[src/verilog/ebws_pkg.sv]
// Constants, types and carriers for the external bus wait-state and
// bank-switch controller. Assumes a single 50 MHz system clock.
//
// How it works
// [RL1] I/O accesses use the I/O wait field
// [RL2] Upper data half uses upper-data field
// [RL3] Lower data half uses lower-data field
// [RL4] Range select 0: upper program field, upper half
// [RL5] Range select 1: upper program field ignored
// [RL6] Lower program field: lower half, or all
// [RL7] Bit 15 holds the program range select
// [RL8] Doubling bit multiplies waits by two
// [RL9] Reserved control bits read zero, ignore writes
// [RL10] Bank crossing in one space adds cycle
// [RL11] Data to program crossing adds cycle
// [RL12] Four-bit mask picks compared address bits
// [RL13] Turnaround bit adds cycle between reads
// [RL14] Host bus keeper holds undriven host bus
// [RL15] Data bus keeper holds undriven data bus
// [RL16] Bus off after current cycle completes
// [RL17] Bus off locks mode bit writes
// [RL18] Reset gives seven waits everywhere
// [RL19] Slow devices extend through ready line; this block does not watch it
// [RL20] Waits plus separate bank-switch cycle
package ebws_pkg;

  // Register offsets
  localparam logic [7:0]  REG_WAIT_CFG  = 8'h28;
  localparam logic [7:0]  REG_BANK_SW   = 8'h29;
  localparam logic [7:0]  REG_WAIT_MUL  = 8'h2b;
  localparam logic [7:0]  REG_PROC_BITS = 8'h30;

  // Values after reset
  localparam logic [15:0] WSC_RESET = 16'h7fff; // All wait fields seven, range select zero
  localparam logic [15:0] BSC_RESET = 16'hf800;
  localparam logic        MUL_RESET = 1'b0;
  localparam logic [3:0]  PM_RESET  = 4'h0;

  // Field positions
  localparam int WSC_XPA    = 15;
  localparam int WSC_IO_LSB = 12;
  localparam int WSC_DU_LSB = 9;
  localparam int WSC_DL_LSB = 6;
  localparam int WSC_PU_LSB = 3;
  localparam int WSC_PL_LSB = 0;
  localparam int BSC_MSK_LSB = 12;
  localparam int BSC_TURN   = 11;
  localparam int BSC_HBK    = 2;
  localparam int BSC_DBK    = 1;
  localparam int BSC_OFF    = 0;
  localparam logic [15:0] BSC_WMASK = 16'hf807; // Writable bits
  localparam int PM_DATA_ROM_MAP = 0;
  localparam int PM_MPMC = 1;
  localparam int PM_RAM_OVERLAY = 2;
  localparam int PM_HOLD = 3;

  // Cycles spent in one bank-switch gap
  localparam logic [3:0] SWITCH_CYCLES = 4'h1;

  typedef enum logic [1:0] {SP_PROG, SP_DATA, SP_IO} ebws_space_e;
  typedef enum logic [1:0] {ST_IDLE, ST_SWITCH, ST_ACCESS} ebws_state_e;

  // Register port from software
  typedef struct packed {
    logic [7:0]  addr;
    logic [15:0] wdata;
    logic        wr;
    logic        rd;
  } ebws_rbus_s;

  // Access request from the core
  typedef struct packed {
    logic        req;
    ebws_space_e space;
    logic        rd;
    logic [19:0] addr;
    logic [15:0] wdata;
  } ebws_acc_s;

  // External bus outputs, strobes active low
  typedef struct packed {
    logic [19:0] addr;
    logic [15:0] dout;
    logic        dout_oe;
    logic        ps_n;
    logic        ds_n;
    logic        is_n;
    logic        rw;
    logic        strb_n;
  } ebws_ext_s;

endpackage : ebws_pkg

[src/verilog/ebws_ctrl.sv]
// External bus timing controller: wait-state generator, bank-switch gap
// insertion, bus keepers and bus-off control, with its control registers.
// Assumes the core raises one request at a time and waits for done; the
// hardware ready line is not handled here.
`timescale 1ns/1ps

module ebws_ctrl
  import ebws_pkg::*;
(
  input  wire logic        clk_sys,          // System clock
  input  wire logic        reset,            // Async, active high
  input  wire ebws_rbus_s  rbus,             // Register port
  output      logic [15:0] reg_rdata,        // Read data, next cycle
  input  wire ebws_acc_s   acc,              // Core access request
  output      logic        acc_ready,        // Request may be taken
  output      logic        acc_done,         // Access finished pulse
  output      logic [15:0] acc_rdata,        // Data of a finished read
  output      ebws_ext_s   ext,              // External bus outputs
  input  wire logic [15:0] ext_data_i,       // External data bus level
  input  wire logic [7:0]  host_data_pins_i, // Host data bus level
  input  wire logic        host_data_driven, // Host bus driven elsewhere
  output      logic [7:0]  host_data_pins_o, // Keeper drive value
  output      logic        host_data_pins_oe,// Keeper drives host bus
  output      logic        data_rom_map,     // Mode bit
  output      logic        micro_mode_sel,   // Mode bit
  output      logic        ram_overlay,      // Mode bit
  output      logic        hold_mode,        // Mode bit
  output      logic        bus_is_off        // External bus switched off
);

  ////////////////////////////////////////////////////////////////////////
  // State

  typedef struct packed {
    ebws_state_e st;     // Sequencer state
    logic [3:0]  cnt;    // Remaining wait cycles
    ebws_acc_s   cur;    // Latched request
    logic [19:0] p_addr; // Previous access address
    ebws_space_e p_sp;   // Previous access space
    logic        p_rd;   // Previous access was a read
    logic        p_vld;  // A previous access exists
    logic [15:0] wsc;    // Wait configuration
    logic [15:0] bsc;    // Bank switch control
    logic        dbl;    // Wait doubling
    logic [3:0]  pm;     // Mode bits
    logic [15:0] rdata;  // Register read data
    logic        done;   // Done pulse
    logic [15:0] adata;  // Access read data
    logic        ready;  // Ready to take a request
    logic        off;    // Bus off in force
    ebws_ext_s   ext;    // External bus drive
    logic [15:0] dhold;  // Last data bus level
    logic [7:0]  hhold;  // Last host bus level
    logic        hoe;    // Host keeper drive
  } ebws_st_s;

  ebws_st_s s_q;  // Registered state
  ebws_st_s s_d;  // Next state

  ////////////////////////////////////////////////////////////////////////
  // Helpers

  // Base wait count for one access
  function automatic logic [2:0] base_wait(
    input ebws_space_e sp,
    input logic [19:0] a,
    input logic [15:0] w
  );
    logic [2:0] r;
    r = w[WSC_PL_LSB +: 3];
    case (sp)
      SP_IO: begin
        r = w[WSC_IO_LSB +: 3]; // RL1
      end
      SP_DATA: begin
        if (a[15]) begin
          r = w[WSC_DU_LSB +: 3]; // RL2
        end else begin
          r = w[WSC_DL_LSB +: 3]; // RL3
        end
      end
      SP_PROG: begin
        // Range select decides how program fields map
        if (w[WSC_XPA]) begin
          r = w[WSC_PL_LSB +: 3]; // RL5 RL6 RL7
        end else if (a[15]) begin
          r = w[WSC_PU_LSB +: 3]; // RL4
        end else begin
          r = w[WSC_PL_LSB +: 3]; // RL6
        end
      end
      default: begin
        r = w[WSC_PL_LSB +: 3];
      end
    endcase
    return r;
  endfunction : base_wait

  // Whether a gap cycle precedes this access. I/O space has no banks, and
  // the first access after reset never pays a gap because there is no
  // previous address to compare against.
  function automatic logic need_gap(
    input ebws_acc_s   a,
    input logic [19:0] pa,
    input ebws_space_e psp,
    input logic        prd,
    input logic        pv,
    input logic [15:0] b
  );
    logic [3:0] diff;
    logic       g;
    diff = (a.addr[15:12] ^ pa[15:12]) & b[BSC_MSK_LSB +: 4]; // RL12
    g    = 1'b0;
    if (pv) begin
      // Crossing a bank inside program or data space
      if (a.space == psp && a.space != SP_IO) begin
        if (diff != 4'h0) begin
          g = 1'b1; // RL10
        end
        // Program pages are separate banks as well
        if (a.space == SP_PROG && a.addr[19:16] != pa[19:16]) begin
          g = 1'b1; // RL10
        end
      end
      // Moving from data space into program space
      if (psp == SP_DATA && a.space == SP_PROG) begin
        g = 1'b1; // RL11
      end
      // Read turnaround between program and data
      if (b[BSC_TURN] && a.rd && prd) begin
        if ((psp == SP_PROG && a.space == SP_DATA) ||
            (psp == SP_DATA && a.space == SP_PROG)) begin
          g = 1'b1; // RL13
        end
      end
    end
    return g;
  endfunction : need_gap

  ////////////////////////////////////////////////////////////////////////
  // Next-state logic

  always_comb begin
    logic [2:0] bw;
    logic [3:0] waits;
    logic       take;
    ebws_acc_s  src;
    bw    = 3'h0;
    waits = 4'h0;
    take  = 1'b0;
    src   = '0;
    s_d   = s_q;
    s_d.done = 1'b0;

    // Register writes; reserved bits never change
    // A write lands at the edge that samples its strobe
    if (rbus.wr) begin
      case (rbus.addr)
        REG_WAIT_CFG: begin
          s_d.wsc = rbus.wdata;
        end
        REG_BANK_SW: begin
          s_d.bsc = rbus.wdata & BSC_WMASK; // RL9
        end
        REG_WAIT_MUL: begin
          s_d.dbl = rbus.wdata[0]; // RL9
        end
        REG_PROC_BITS: begin
          // Mode bits are frozen while the bus is off
          if (!s_q.off) begin
            s_d.pm = rbus.wdata[3:0];
          end
        end
        default: begin
        end
      endcase
    end
    if (s_q.off) begin
      s_d.pm = s_q.pm; // RL17
    end

    // Register reads answer the next cycle; unmapped reads give zero
    // A read beside a write to the same register returns the old value
    s_d.rdata = 16'h0000;
    if (rbus.rd) begin
      case (rbus.addr)
        REG_WAIT_CFG:  s_d.rdata = s_q.wsc;
        REG_BANK_SW:   s_d.rdata = s_q.bsc;
        REG_WAIT_MUL:  s_d.rdata = {15'h0000, s_q.dbl}; // RL9
        REG_PROC_BITS: s_d.rdata = {12'h000, s_q.pm};
        default:       s_d.rdata = 16'h0000;
      endcase
    end

    // Wait count of the request being taken, or of the latched one after a
    // gap, doubled when asked. A wait field written in the same cycle as a
    // take is seen by that access only if a gap cycle comes first; software must settle it first.
    src   = (s_q.st == ST_IDLE) ? acc : s_q.cur;
    bw    = base_wait(src.space, src.addr, s_q.wsc);
    waits = s_q.dbl ? {bw, 1'b0} : {1'b0, bw}; // RL8

    // Access sequencer. A taken request spends one cycle in the gap state
    // when a bank or space switch needs it, then holds the strobe for one
    // cycle plus the programmed waits. Done rises in the cycle after the
    // last strobe cycle, and a new request may be taken in that cycle.
    // Devices slower than fourteen waits must stretch the cycle on the
    // ready line, which this block does not watch.
    case (s_q.st)
      ST_IDLE: begin
        // Refused requests leave no trace
        take = acc.req && s_q.ready;
        if (take) begin
          s_d.cur = acc;
          if (need_gap(acc, s_q.p_addr, s_q.p_sp, s_q.p_rd, s_q.p_vld,
                       s_q.bsc)) begin
            // Gap is spent before the programmed waits
            s_d.st  = ST_SWITCH; // RL20
            s_d.cnt = SWITCH_CYCLES - 4'h1;
          end else begin
            s_d.st  = ST_ACCESS;
            s_d.cnt = waits; // RL20
          end
        end
      end
      ST_SWITCH: begin
        // Strobe stays inactive during the gap; address and space select are driven
        if (s_q.cnt == 4'h0) begin
          s_d.st  = ST_ACCESS;
          s_d.cnt = waits; // RL20
        end else begin
          s_d.cnt = s_q.cnt - 4'h1;
        end
      end
      ST_ACCESS: begin
        // Count holds the waits still to run; the strobe ends at zero
        if (s_q.cnt == 4'h0) begin
          s_d.st   = ST_IDLE;
          s_d.done = 1'b1;
        end else begin
          s_d.cnt = s_q.cnt - 4'h1; // RL20
        end
        if (s_d.done) begin
          s_d.adata  = s_q.cur.rd ? ext_data_i : s_q.adata;
          s_d.dhold  = s_q.cur.rd ? ext_data_i : s_q.cur.wdata;
          s_d.p_addr = s_q.cur.addr;
          s_d.p_sp   = s_q.cur.space;
          s_d.p_rd   = s_q.cur.rd;
          s_d.p_vld  = 1'b1;
        end
      end
      default: begin
        s_d.st = ST_IDLE;
      end
    endcase

    // Bus off only takes hold once no cycle is in progress, so a request
    // taken in the same cycle as the write still runs to its end. While
    // off, requests are refused by holding ready low.
    s_d.off   = s_d.bsc[BSC_OFF] && (s_d.st == ST_IDLE); // RL16
    s_d.ready = (s_d.st == ST_IDLE) && !s_d.off;

    // External bus drive for the coming cycle
    s_d.ext        = '0;
    s_d.ext.ps_n   = 1'b1;
    s_d.ext.ds_n   = 1'b1;
    s_d.ext.is_n   = 1'b1;
    s_d.ext.rw     = 1'b1;
    s_d.ext.strb_n = 1'b1;
    if (!s_d.off && s_d.st != ST_IDLE) begin
      s_d.ext.addr = s_d.cur.addr;
      s_d.ext.rw   = s_d.cur.rd;
      s_d.ext.ps_n = s_d.cur.space != SP_PROG;
      s_d.ext.ds_n = s_d.cur.space != SP_DATA;
      s_d.ext.is_n = s_d.cur.space != SP_IO;
    end
    if (s_d.st == ST_ACCESS) begin
      // Strobe spans the access cycle and all its waits
      s_d.ext.strb_n = 1'b0;
      if (!s_d.cur.rd) begin
        s_d.ext.dout    = s_d.cur.wdata;
        s_d.ext.dout_oe = 1'b1;
      end
    end
    // Data keeper holds the last level whenever nobody else drives. It
    // stays off while a read strobe is out so it never fights the device.
    if (s_d.bsc[BSC_DBK] && !s_d.ext.dout_oe &&
        !(s_d.st == ST_ACCESS && s_d.cur.rd)) begin
      s_d.ext.dout    = s_d.dhold; // RL15
      s_d.ext.dout_oe = 1'b1;      // RL15
    end

    // Host keeper follows the bus while driven, holds it otherwise
    // It yields the cycle after another driver appears
    if (host_data_driven) begin
      s_d.hhold = host_data_pins_i;
    end
    s_d.hoe = s_d.bsc[BSC_HBK] && !host_data_driven; // RL14
  end

  ////////////////////////////////////////////////////////////////////////
  // State register

  // Reset gives seven waits on every range and a quiet bus
  // The asynchronous branch loads constants only
  always_ff @(posedge clk_sys or posedge reset) begin
    if (reset) begin
      s_q            <= '0;
      s_q.st         <= ST_IDLE;
      s_q.wsc        <= WSC_RESET; // RL18
      s_q.bsc        <= BSC_RESET;
      s_q.dbl        <= MUL_RESET;
      s_q.pm         <= PM_RESET;
      s_q.ready      <= 1'b1;
      s_q.ext.ps_n   <= 1'b1;
      s_q.ext.ds_n   <= 1'b1;
      s_q.ext.is_n   <= 1'b1;
      s_q.ext.rw     <= 1'b1;
      s_q.ext.strb_n <= 1'b1;
    end else begin
      s_q <= s_d;
    end
  end

  ////////////////////////////////////////////////////////////////////////
  // Outputs, all straight from the state register
  // so no output has a combinational path from an input

  assign reg_rdata         = s_q.rdata;
  assign acc_ready         = s_q.ready;
  assign acc_done          = s_q.done;
  assign acc_rdata         = s_q.adata;
  assign ext               = s_q.ext;
  assign host_data_pins_o  = s_q.hhold;
  assign host_data_pins_oe = s_q.hoe;
  assign data_rom_map      = s_q.pm[PM_DATA_ROM_MAP];
  assign micro_mode_sel    = s_q.pm[PM_MPMC];
  assign ram_overlay       = s_q.pm[PM_RAM_OVERLAY];
  assign hold_mode         = s_q.pm[PM_HOLD];
  assign bus_is_off        = s_q.off;

endmodule : ebws_ctrl

[config.mk]
export PLATFORM = sky130hd
export DESIGN_NAME = ebws_ctrl
export DESIGN_NICKNAME = d
export VERILOG_FILES = /design/src/verilog/ebws_pkg.sv /design/src/verilog/ebws_ctrl.sv
export SDC_FILE = /design/constraint.sdc
export NUM_CORES = 1
export LEC_CHECK = 0
export BUFFER_PORTS_ARGS = -buffer_cell sky130_fd_sc_hd__clkbuf_2
export CAP_MARGIN = 10
export CORE_MARGIN = 10
export CORE_UTILIZATION = 45
export CTS_BUF_LIST = sky130_fd_sc_hd__clkbuf_4
export CTS_CLUSTER_SIZE = 12
export DETAILED_ROUTE_END_ITERATION = 10
export PLACE_DENSITY_LB_ADDON = 0.1
export SKIP_CTS_REPAIR_TIMING = 1
export SLEW_MARGIN = 20
export SYNTH_ARGS = -nofsm -noshare
export SYNTH_HDL_FRONTEND = slang
export SYNTH_SLANG_ARGS = --single-unit
[constraint.sdc]
create_clock -name clk_sys -period 8.5 [get_ports clk_sys]
set_input_delay 1.275 -clock clk_sys [delete_from_list [all_inputs] [get_ports clk_sys]]
set_output_delay 1.275 -clock clk_sys [all_outputs]
set_load 0.03 [all_outputs]
Word-level counts from Yosys, hierarchy flattened. Index checks and enable logic that the tools add are counted.

Register bits after elaboration: 201. Logic and storage cells: 136.

Add/sub/neg operators: 1. Equality and inequality tests: 18. Multiplexer cells: 45. Bitwise gates (word level): 3. Reduce and logical (&&, ||, !) cells: 37.

Operator list (count): $mux W16 (6); $mux W39 (2); $mux W17 (4); $pmux W16 S4 (1); $mux W46 (1); $eq A8 B6 Y1 const B (4); $mux W4 (6); $mux W20 (1); $logic_and A1 B1 Y1 (14); $mux W1 (13); $mux W3 (4); $pmux W4 S3 (1); $logic_not A2 Y1 (5); $reduce_and A2 Y1 (5); $pmux W3 S3 (1); $reduce_and A3 Y1 (3); $eq A2 B1 Y1 const B (4); $mux W8 (1); $eq A2 B2 Y1 const B (3); $mux W6 (1); $ne A2 B2 Y1 const B (3); $pmux W2 S3 (1); $and A4 B4 Y4 (1); $logic_not A1 Y1 (4); 12 further kinds (15).

Longest topological paths before layout. Gate-level depths: netlist (run 1).

Word-level depth: 21. Gate-level depth with buffers: 10.

Least setup slack after synthesis (run 1). No wires, ideal clock.

Path kind: input port to flip-flop. Start point: input acc[33] in the netlist's numbering. End point: register ext[14] (netlist name). Library setup time: 125 ps. Arrival time: 3078 ps. Setup slack: 5298 ps. Stages on the path: 7. Buffers on the path: 1. Cell sequence: xor2_1 > o41ai_1 > a311oi_1 > or3_1 > a21oi_4 > buf_4 > mux2_2.

RTL lines: from (decl) (line ebws_ctrl.sv:14) `input wire ebws_acc_s acc,`.

==> out/metrics.yaml, run 1 <==
min_to: "s_q[184]"
hold_viol: 0
synth_xor_area_frac: 0.00918
grt_pass1_wl_mm: 31.5
synthMuxAreaShare: 0.133
start_util: 0.458
fin_ws_ps: 4880
rsz0062_at_grt: "no"
areaGrowthSynthToFinish_pct: 8.71
synth-simple-area-share: 0.134
grt_pass1_vias: 5996
clock_path_buffers: 2
synth_fp_nets: 854
ys_seq_area_frac: 0.552
slew_headroom: 0.275
critPathLaunchType: "flop"
gp_congestion: 0.849
finalWirelength_mm: 19.8
p_leak_nw: 4.67
synth_area_sq_um: 8590
vias: 5576
cp.arrival_ps: 4060
synth_edf_count: 0
seq_area_sq_um: 4740
yosysTopAreaCell: "dfrtp_1"
insertion_delay_ps: 560
dp.cells: 1061
synthAdderAreaFrac: 0.00874
power_density_nw_per_um2: 333
dp_slack_ps: 4400
reg2reg_depth: 6
io_buffer_count: 182
post-route-period-util: 0.425
viasPerCell: 5.09
wl_per_cell_um: 18.1
synthTopCellsByArea: "dfrtp_1 (47%), mux2_2 (10%), dfstp_2 (8.0%)"
yosysWarnings: 0
syn_inst: 755
dr.pass1.iters: 6
worstHoldPathType: "reg2reg"
clock-sinks: 188
cts_tree: "done"
holdPathStages: 2
fp.coreArea_sq_um: 18800
total_power_mw: 3.11
async_flop_share: 1.00
path_max_fanout: 40
crit_start: "s_q[208]"
grt_antenna_before_repair: 2
synth.most_common_cell: "dfrtp_1"
worst_slew_pin_slew_ps: 1090
fillers: 1767
rrSetupSlack_ps: 4880
hpwl_mm: 14.0
irDropWorstVdd_uv: 167
drc_errors: 0
cts_htree_levels: 4
status: "finished clean"
endpoint_kind: "flop"
drv_slew: 0
fin_cells: 1095
drive_gt1_frac: 0.392
synth_common_cells: "dfrtp_1 (162), nand2_1 (126), buf_4 (84)"
cts_made_buffers: 17
nNetsFinal: 945
critical_path_required_ps: 8950
post-route-min-period_ps: 3620
yosysTopAreaCellShare: 0.472
fin_setup_tns_ps: 0
setup_viol: 0
fp.dieArea_sq_um: 25000
syn_avg_cell_area_sq_um: 11.4
crit_type: "reg2reg"
gr-total-overflow: 0
ys.flop_type: "dfrtp_1"
utilization: 0.497
synth-seq-cells: 188
max_clock_freq_mhz: 277
track_usage: 0.160
drv_cap: 0
reg2reg_to: "ext[10]"
rows: 50
multiInputGateArea_sq_um: 3050
die_h_um: 158
clk_pin_slew_ps: 150
ant_nets: 0
grt_max_degree: 133
reg2reg_from: "s_q[208]"
synth.distinct_cells: 58
min_from: "s_q[184]"
synth_compound_area_frac: 0.0688
fin_skew_ps: 19.2
cts_root_buf: "clkbuf_4"
drt_iter0_markers: 204
die_w_um: 158
synth_top_family_by_area: "simple AND/OR/NAND/NOR gates"
pin_count: 183
## layout by cell type, fill, tap and decap left out, types with 4 or more instances in the layout
cell type and count:
a21oi_1 25, inv_1 14, o21ai_0 8, nor2b_1 41, dfstp_2 26, mux2i_1 23, a211oi_1 15, and3_1 7
mux2_2 79, clkbuf_2 182, a22oi_1 12, dfrtp_1 162, xor2_1 8, nor2_1 29, clkinvlp_4 5, nand2b_1 4
clkbuf_4 19, ha_1 6, nand2_1 126
## state kept, by name, summed over array words and instances, names as in the netlist
| register | cells |
|---|---|
| ext | 42 |
| acc_ready | 1 |
| ram_overlay | 1 |
| reg_rdata | 16 |
| acc_done | 1 |
| s_q | 98 |
| micro_mode_sel | 1 |
| acc_rdata | 16 |
| host_data_pins_o | 8 |
| data_rom_map | 1 |
| host_data_pins_oe | 1 |
| bus_is_off | 1 |
| hold_mode | 1 |
## critical path, stage by stage (launching register included)
cell	delay, ps
dfrtp_1	440
inv_1	100
ha_1	410
nand3_2	820
or3_1	700
a21oi_4	620
mux2_2	420
## through the flow
| step | cell area, sq um | hold slack, ps |
|---|---|---|
| after floorplan | 8590 | 434 |
| after global placement | 9070 | 451 |
| after detailed placement | 9070 | 453 |
| after CTS | 9330 | 490 |
| after global routing | 9340 | 508 |
| final | 9340 | 486 |
## layer usage
metal	vias to the layer above	track usage	routed length [um]
met5	-	0	0
met4	0	0.0547	312
met3	20	0.0480	1120
met2	130	0.263	9620
met1	2762	0.196	8800
li1	2664	-	-
## layout make-up
| type | count | share of cell area |
|---|---|---|
| tap | 234 | 0.0314 |
| multi-input combinational | 440 | 0.327 |
| timing repair buffer | 184 | 0.0992 |
| sequential | 188 | 0.507 |
| antenna | 2 | 0.000536 |
| clock buffer | 19 | 0.0153 |
| inverter | 15 | 0.00683 |
| clock inverter | 13 | 0.0125 |
## kinds of logic after synthesis
logic type | count (synthesis)
AOI/OAI and AO/OA | 85
and+or+nand+nor | 237
buffers and inverters | 127
adders and majority gates | 6
DFF | 188
muxes | 103
xor gates and xnor gates | 9
## power by group
part / internal, mW / switching, mW / leakage (nW) / total, mW
logic: 0.455 / 0.831 / 2.22 / 1.29
clock network: 0.152 / 0.304 / 0.129 / 0.456
registers: 1.20 / 0.162 / 2.32 / 1.36
total: 1.81 / 1.30 / 4.67 / 3.11
## how the worst max path moves through the flow
stage,end,slack [ps],cells after the start
final,ext[10],4880,6
after detailed placement,ext[7],4400,5
after global routing,ext[7],4640,6
after floorplan,acc_done,2150,1
after CTS,ext[7],4780,6
after global placement,ext[12],4450,5
(Power assumes the default switching activity.)
==> run 2: changes to the inputs <==
--- a/config.mk
+++ b/config.mk
@@ -5,6 +5,7 @@
 export SDC_FILE = /design/constraint.sdc
 export NUM_CORES = 1
 export LEC_CHECK = 0
+export ABC_AREA = 1
 export BUFFER_PORTS_ARGS = -buffer_cell sky130_fd_sc_hd__clkbuf_2
 export CAP_MARGIN = 10
 export CORE_MARGIN = 10
==> constraint.sdc (replaced) <==
create_clock -name clk_sys -period 3.55 [get_ports clk_sys]
set_input_delay 0.5325 -clock clk_sys [delete_from_list [all_inputs] [get_ports clk_sys]]
set_output_delay 0.5325 -clock clk_sys [all_outputs]
set_load 0.03 [all_outputs]
==> run 2 against run 1 <==
Utilization is 0.12 points lower; wire length is 3.6% higher; cell area is 3.4% higher; hold slack worse by 320 ps; final cell count is 23% higher; global-route usage is 0.16 points higher; sequential cell count stayed put; combinational power is 75% higher; total power is 100% higher; via count is 12% higher; setup slack worse by 3700 ps.
==> out/metrics.yaml, run 2 <==
status: "finished clean"
p_leak_nw: 5.11  # +9.5%
die_h_um: 160  # +1.5%
async_flop_share: 1.00  # unchanged
synth_common_cells: "nand2_1 (218), dfrtp_1 (162), inv_1 (127)"
gp_congestion: 0.805  # -5.2%
areaGrowthSynthToFinish_pct: 8.73  # about the same
drc_errors: 0  # unchanged
path_max_fanout: 63  # +57%
reg2reg_to: "ext[16]"
ys.flop_type: "dfrtp_1"
placed_area_sq_um: 9380  # +3.4%
insertion_delay_ps: 580  # +20 ps
wl_per_cell_um: 15.2  # -16%
worstHoldPathType: "in2reg"
cts_root_buf: "clkbuf_4"
holdPathStages: 3  # +1
design_area_sq_um: 9660  # +3.4%
start_util: 0.456  # -0.00122
clk_pin_slew_ps: 180  # +30 ps
reg2reg_depth: 10  # +4
layout.cells.most_common_list: "nand2_1 (218), clkbuf_2 (182), dfrtp_1 (162)"
synth_edf_count: 0  # unchanged
fin_cells: 1349  # +23%
dr.pass1.iters: 5  # -1
cts_made_buffers: 17  # unchanged
syn_inst: 973  # +29%
vias: 6235  # +12%
min_to: "s_q[125]"
hold_viol: 0  # unchanged
drv_slew: 0  # unchanged
fp.coreArea_sq_um: 19500  # +3.7%
crit_type: "reg2reg"
rsz0062_at_grt: "no"
cts_htree_levels: 4  # unchanged
total_power_mw: 6.32  # +100%
drive_gt1_frac: 0.309  # -0.0836
fp.dieArea_sq_um: 25800  # +3.0%
setup_viol: 0  # unchanged
largest_register: "s_q"
synth-seq-cells: 188  # unchanged
fin_setup_tns_ps: 0  # unchanged
hpwl_mm: 14.7  # +4.9%
slew_headroom: 0.340  # +0.0646
ys_seq_area_frac: 0.533  # -0.0183
synthTopCellsByArea: "dfrtp_1 (46%), nand2_1 (9.2%), dfstp_2 (7.7%)"
max_clock_freq_mhz: 427  # +55%
clock-sinks: 188  # unchanged
post-route-min-period_ps: 2340  # -1280 ps
post-route-period-util: 0.659  # +0.234
cts_tree: "done"
clock_path_buffers: 2  # unchanged
endpoint_kind: "flop"
worst_slew_pin_slew_ps: 988  # -99.3 ps
ant_nets: 0  # unchanged
grt_antenna_before_repair: 1  # -1
gr-total-overflow: 0  # unchanged
track_usage: 0.162  # +0.00163
grt_max_degree: 109  # -18%
grt_pass1_wl_mm: 34.0  # +8.0%
mostFrequentLayoutCell: "nand2_1"
reg_top3: "s_q (98), ext (42)"
dp.cells: 1314  # +24%
finalWirelength_mm: 20.6  # +3.6%
power_density_nw_per_um2: 654  # +97%
synth_fp_nets: 1072  # +26%
drt_iter0_markers: 378  # +85%
pin_count: 183  # unchanged
synth_area_sq_um: 8880  # +3.4%
min_from: "rbus[4]"
syn_avg_cell_area_sq_um: 9.13  # -20%
rows: 51  # +2.0%
nNetsFinal: 1168  # +24%
reg2reg_from: "s_q[207]"
yosysWarnings: 0  # unchanged
fillers: 1917  # +8.5%
critical_path_required_ps: 4040  # -4910 ps
irDropWorstVdd_uv: 370  # +120%
fin_skew_ps: 26.9  # +7.67 ps
cp.arrival_ps: 2830  # -1230 ps
yosysTopAreaCell: "dfrtp_1"
drv_cap: 0  # unchanged
io_buffer_count: 182  # unchanged
viasPerCell: 4.62  # -9.2%
synth.most_common_cell: "nand2_1"
rrSetupSlack_ps: 1210  # -3670 ps
critPathLaunchType: "flop"
yosysTopAreaCellShare: 0.456  # -0.0156
synth.distinct_cells: 44  # -24%
largest_register_ffs: 98  # unchanged
grt_pass1_vias: 6447  # +7.5%
die_w_um: 160  # +1.5%
-- run 2: cell types whose count changed in the layout (fill, tap and decap cells not counted), sizes merged, moves of 23 or more --
cell   delta
nand3    +50
o21ai    +77
mux2i    -23
nor2     +42
nor2b    -41
mux2     -71
inv     +131
nand2   +102
-- run 2: cells by family after synthesis --
group                      share of synthesized area
muxes                                         0.0113
and+or+nand+nor                                0.211
buffers and inverters                          0.152
DFF                                            0.533
AOI/OAI and AO/OA                             0.0837
adders and majority gates                    0.00845
-- run 2: area by class of cell --
class | count | area (sq um) | share of cell area
Clock buffer | 18 | 135 | 0.0140
Antenna cell | 2 | 5.00 | 0.000518
Sequential cell | 188 | 4740 | 0.490
Clock inverter | 14 | 129 | 0.0133
Tap cell | 265 | 332 | 0.0343
Inverter | 145 | 558 | 0.0578
Timing Repair Buffer | 187 | 963 | 0.0998
Multi-Input combinational cell | 530 | 2800 | 0.290
-- run 2: metal layers --
layer	wire length (um)	up-vias	global-route usage
met2	9720	135	0.252
met5	0	-	0
met1	9500	2934	0.215
met3	1160	9	0.0501
li1	-	3157	-
met4	169	0	0.0396
-- run 2: worst max path at each step --
stage / from / end / slack, ps / depth (start not counted)
floorplan: reset / acc_done / 620 / 1
global placement: s_q[207] / s_q[191] / 1210 / 8
CTS: s_q[207] / s_q[191] / 1180 / 8
detailed placement: s_q[207] / ext[16] / 1210 / 10
global route: s_q[208] / ext[16] / 940 / 10
finish: s_q[207] / ext[16] / 1210 / 10
-- run 2: where the power goes --
group          total [mW]  switching, mW  internal, mW
Combinational        2.26           1.56         0.691
Clock                1.12          0.804         0.314
Sequential           2.95          0.240          2.71
Total                6.32           2.61          3.71
-- run 2: critical path, stage by stage, from the launching register on --
cell,delay [ps]
dfrtp_1,450
inv_1,90
ha_1,200
inv_2,110
nor2_4,340
inv_2,90
buf_4,340
o21ai_0,380
nor2_1,110
nand3_2,90
nand2_1,60
-- run 2: per-stage QoR --
| stage | util | worst slack (ps) | hold slack, ps |
|---|---|---|---|
| after floorplan | - | 618 | 443 |
| after global placement | 0.482 | 1210 | 455 |
| after detailed placement | 0.482 | 1210 | 460 |
| after CTS | 0.495 | 1180 | -158 |
| after global routing | 0.496 | 938 | 108 |
| final | 0.496 | 1210 | 166 |
==> run 3: changes to the inputs <==
--- a/config.mk
+++ b/config.mk
@@ -5,7 +5,7 @@
 export SDC_FILE = /design/constraint.sdc
 export NUM_CORES = 1
 export LEC_CHECK = 0
-export ABC_AREA = 1
+export ABC_AREA = 0
 export BUFFER_PORTS_ARGS = -buffer_cell sky130_fd_sc_hd__clkbuf_2
 export CAP_MARGIN = 10
 export CORE_MARGIN = 10
==> constraint.sdc (replaced) <==
create_clock -name clk_sys -period 2.15 [get_ports clk_sys]
set_input_delay 0.3225 -clock clk_sys [delete_from_list [all_inputs] [get_ports clk_sys]]
set_output_delay 0.3225 -clock clk_sys [all_outputs]
set_load 0.03 [all_outputs]
==> run 3 against run 2 <==
Sequential share of layout area shrank 5.4 points; largest cell class unchanged; critical endpoint is now ext[9]; register-to-register slack lost 1400 ps; the flow now finishes with violations (negative setup slack); largest power group is now combinational logic; fmax grew 0.16%.
==> out/metrics.yaml, run 3 (synthesis gave the netlist of run 1 again) <==
grt_max_degree: 119  # +9.2%
gr-total-overflow: 0  # unchanged
critical_path_required_ps: 2630  # -1410 ps
worstHoldPathType: "in2reg"
nNetsFinal: 1073  # -8.1%
fp.dieArea_sq_um: 25000  # -2.9%
critPathLaunchType: "flop"
cts_htree_levels: 4  # unchanged
power_density_nw_per_um2: 1280  # +96%
max_clock_freq_mhz: 428  # +0.16%
drive_gt1_frac: 0.418  # +0.110
clk_pin_slew_ps: 150  # -30 ps
drc_errors: 0  # unchanged
post-route-min-period_ps: 2340  # -3.82 ps
hpwl_mm: 14.9  # +1.4%
cts_root_buf: "clkbuf_4"
grt_pass1_vias: 6143  # -4.7%
clock_path_buffers: 2  # unchanged
fillers: 1566  # -18%
setup_viol: 20  # +20
start_util: 0.458  # +0.00122
die_w_um: 158  # -1.5%
irDropWorstVdd_uv: 836  # +130%
hold_viol: 0  # unchanged
endpoint_kind: "flop"
fin_ws_ps: -186  # -1400 ps
cts_made_buffers: 17  # unchanged
wl_per_cell_um: 17.3  # +13%
post-route-period-util: 1.09  # +0.427
reg_top3: "s_q (98), ext (42)"
finalWirelength_mm: 21.1  # +2.7%
layout.cells.most_common_list: "clkbuf_2 (182), dfrtp_1 (162), nand2_1 (126)"
failed_checks: "negative setup slack"
rsz0062_at_grt: "yes"
path_cells: "xor2_1 -> o41ai_2 -> a311oi_1 -> or3_4 -> a21oi_4 -> buf_12 -> mux2_2"
dp_slack_ps: -364  # -1570 ps
cts_tree: "done"
io_buffer_count: 182  # unchanged
path_max_fanout: 17  # -73%
largest_register_ffs: 98  # unchanged
fin_skew_ps: 34.4  # +7.54 ps
insertion_delay_ps: 600  # +20 ps
largest_register: "s_q"
worst_slew_pin_slew_ps: 955  # -32.0 ps
viasPerCell: 4.92  # +6.4%
cpMaxStageDelayCell: "dfrtp_1"
gp_congestion: 0.798  # -0.81%
design_area_sq_um: 10800  # +12%
areaGrowthSynthToFinish_pct: 26.3
placed_area_sq_um: 9570  # +2.0%
slew_headroom: 0.358  # +0.0175
grt_pass1_wl_mm: 32.2  # -5.2%
slowest_delay_ps: 420  # -30 ps
die_h_um: 158  # -1.5%
fp.coreArea_sq_um: 18800  # -3.6%
grt_antenna_before_repair: 1  # unchanged
mostFrequentLayoutCell: "clkbuf_2"
status: "finished, violations left"
track_usage: 0.165  # +0.00343
cp.arrival_ps: 2810  # -20 ps
dr.pass1.iters: 4  # -1
utilization: 0.578  # +0.0818
rows: 50  # -2.0%
drv_slew: 0  # unchanged
pin_count: 183  # unchanged
crit_type: "reg2reg"
ant_nets: 0  # unchanged
clock-sinks: 188  # unchanged
drv_cap: 0  # unchanged
p_leak_nw: 5.36  # +4.8%
drt_iter0_markers: 226  # -40%
total_power_mw: 13.9  # +120%
hold_slack_ps: 32.1  # -134 ps
vias: 6009  # -3.6%
## run 3: changes by cell type in the layout (fill, tap and decap cells not counted), sizes merged, moves of 15 or more
cell and delta:
a211oi +15, buf +51, dlygate4sd3 +74, inv -130, mux2 +71, mux2i +23
nand2 -102, nand3 -50, nor2 -42, nor2b +41, o211ai -21, o21ai -77
## run 3: area by class of cell
type	count	area, sq um	area share
Sequential cell	188	4740	0.437
Clock buffer	18	135	0.0125
Clock inverter	14	208	0.0191
Timing Repair Buffer	312	2190	0.202
Antenna cell	1	2.50	0.000231
Tap cell	234	293	0.0270
Inverter	15	60.1	0.00554
Multi-Input combinational cell	440	3220	0.297
## run 3: worst paths after layout
kind,startpoint,endpoint,slack (ps),cells past startpoint
hold reg to reg,s_q[187],s_q[187],490,2
min in group asynchronous,reset,reg_rdata[7],370,4
max in group asynchronous,reset,s_q[207],1220,4
hold / removal,rbus[3],micro_mode_sel,30,2
setup reg to reg,s_q[160],ext[9],-190,7
setup / recovery,s_q[160],ext[9],-190,7
## run 3: through the flow
step                      TNS, ps  instances
after floorplan            -93530        755
after CTS                   -7140       1142
after global placement      -6210       1110
final                       -2520       1222
after global routing        -5480       1222
after detailed placement    -6920       1110
## run 3: critical path, delay by kind of cell, from the launching register on
family | cells | cell delay, ps
compound gates | 3 | 720
flops | 1 | 420
simple gates | 1 | 380
mux | 1 | 350
buf+inv | 1 | 180
xor+xnor | 1 | 160
## run 3: routing by layer
layer / vias to the layer above / global-route usage / wire length [um]
met2: 152 / 0.274 / 10600
met3: 20 / 0.0505 / 1310
met1: 2930 / 0.201 / 8980
met4: 0 / 0.0543 / 269
met5: - / 0 / 0
li1: 2907 / - / -
## run 3: power by group
group / internal (mW) / total, mW / switching (mW)
logic: 2.67 / 6.37 / 3.70
clock network: 0.963 / 2.24 / 1.28
registers: 4.75 / 5.32 / 0.570
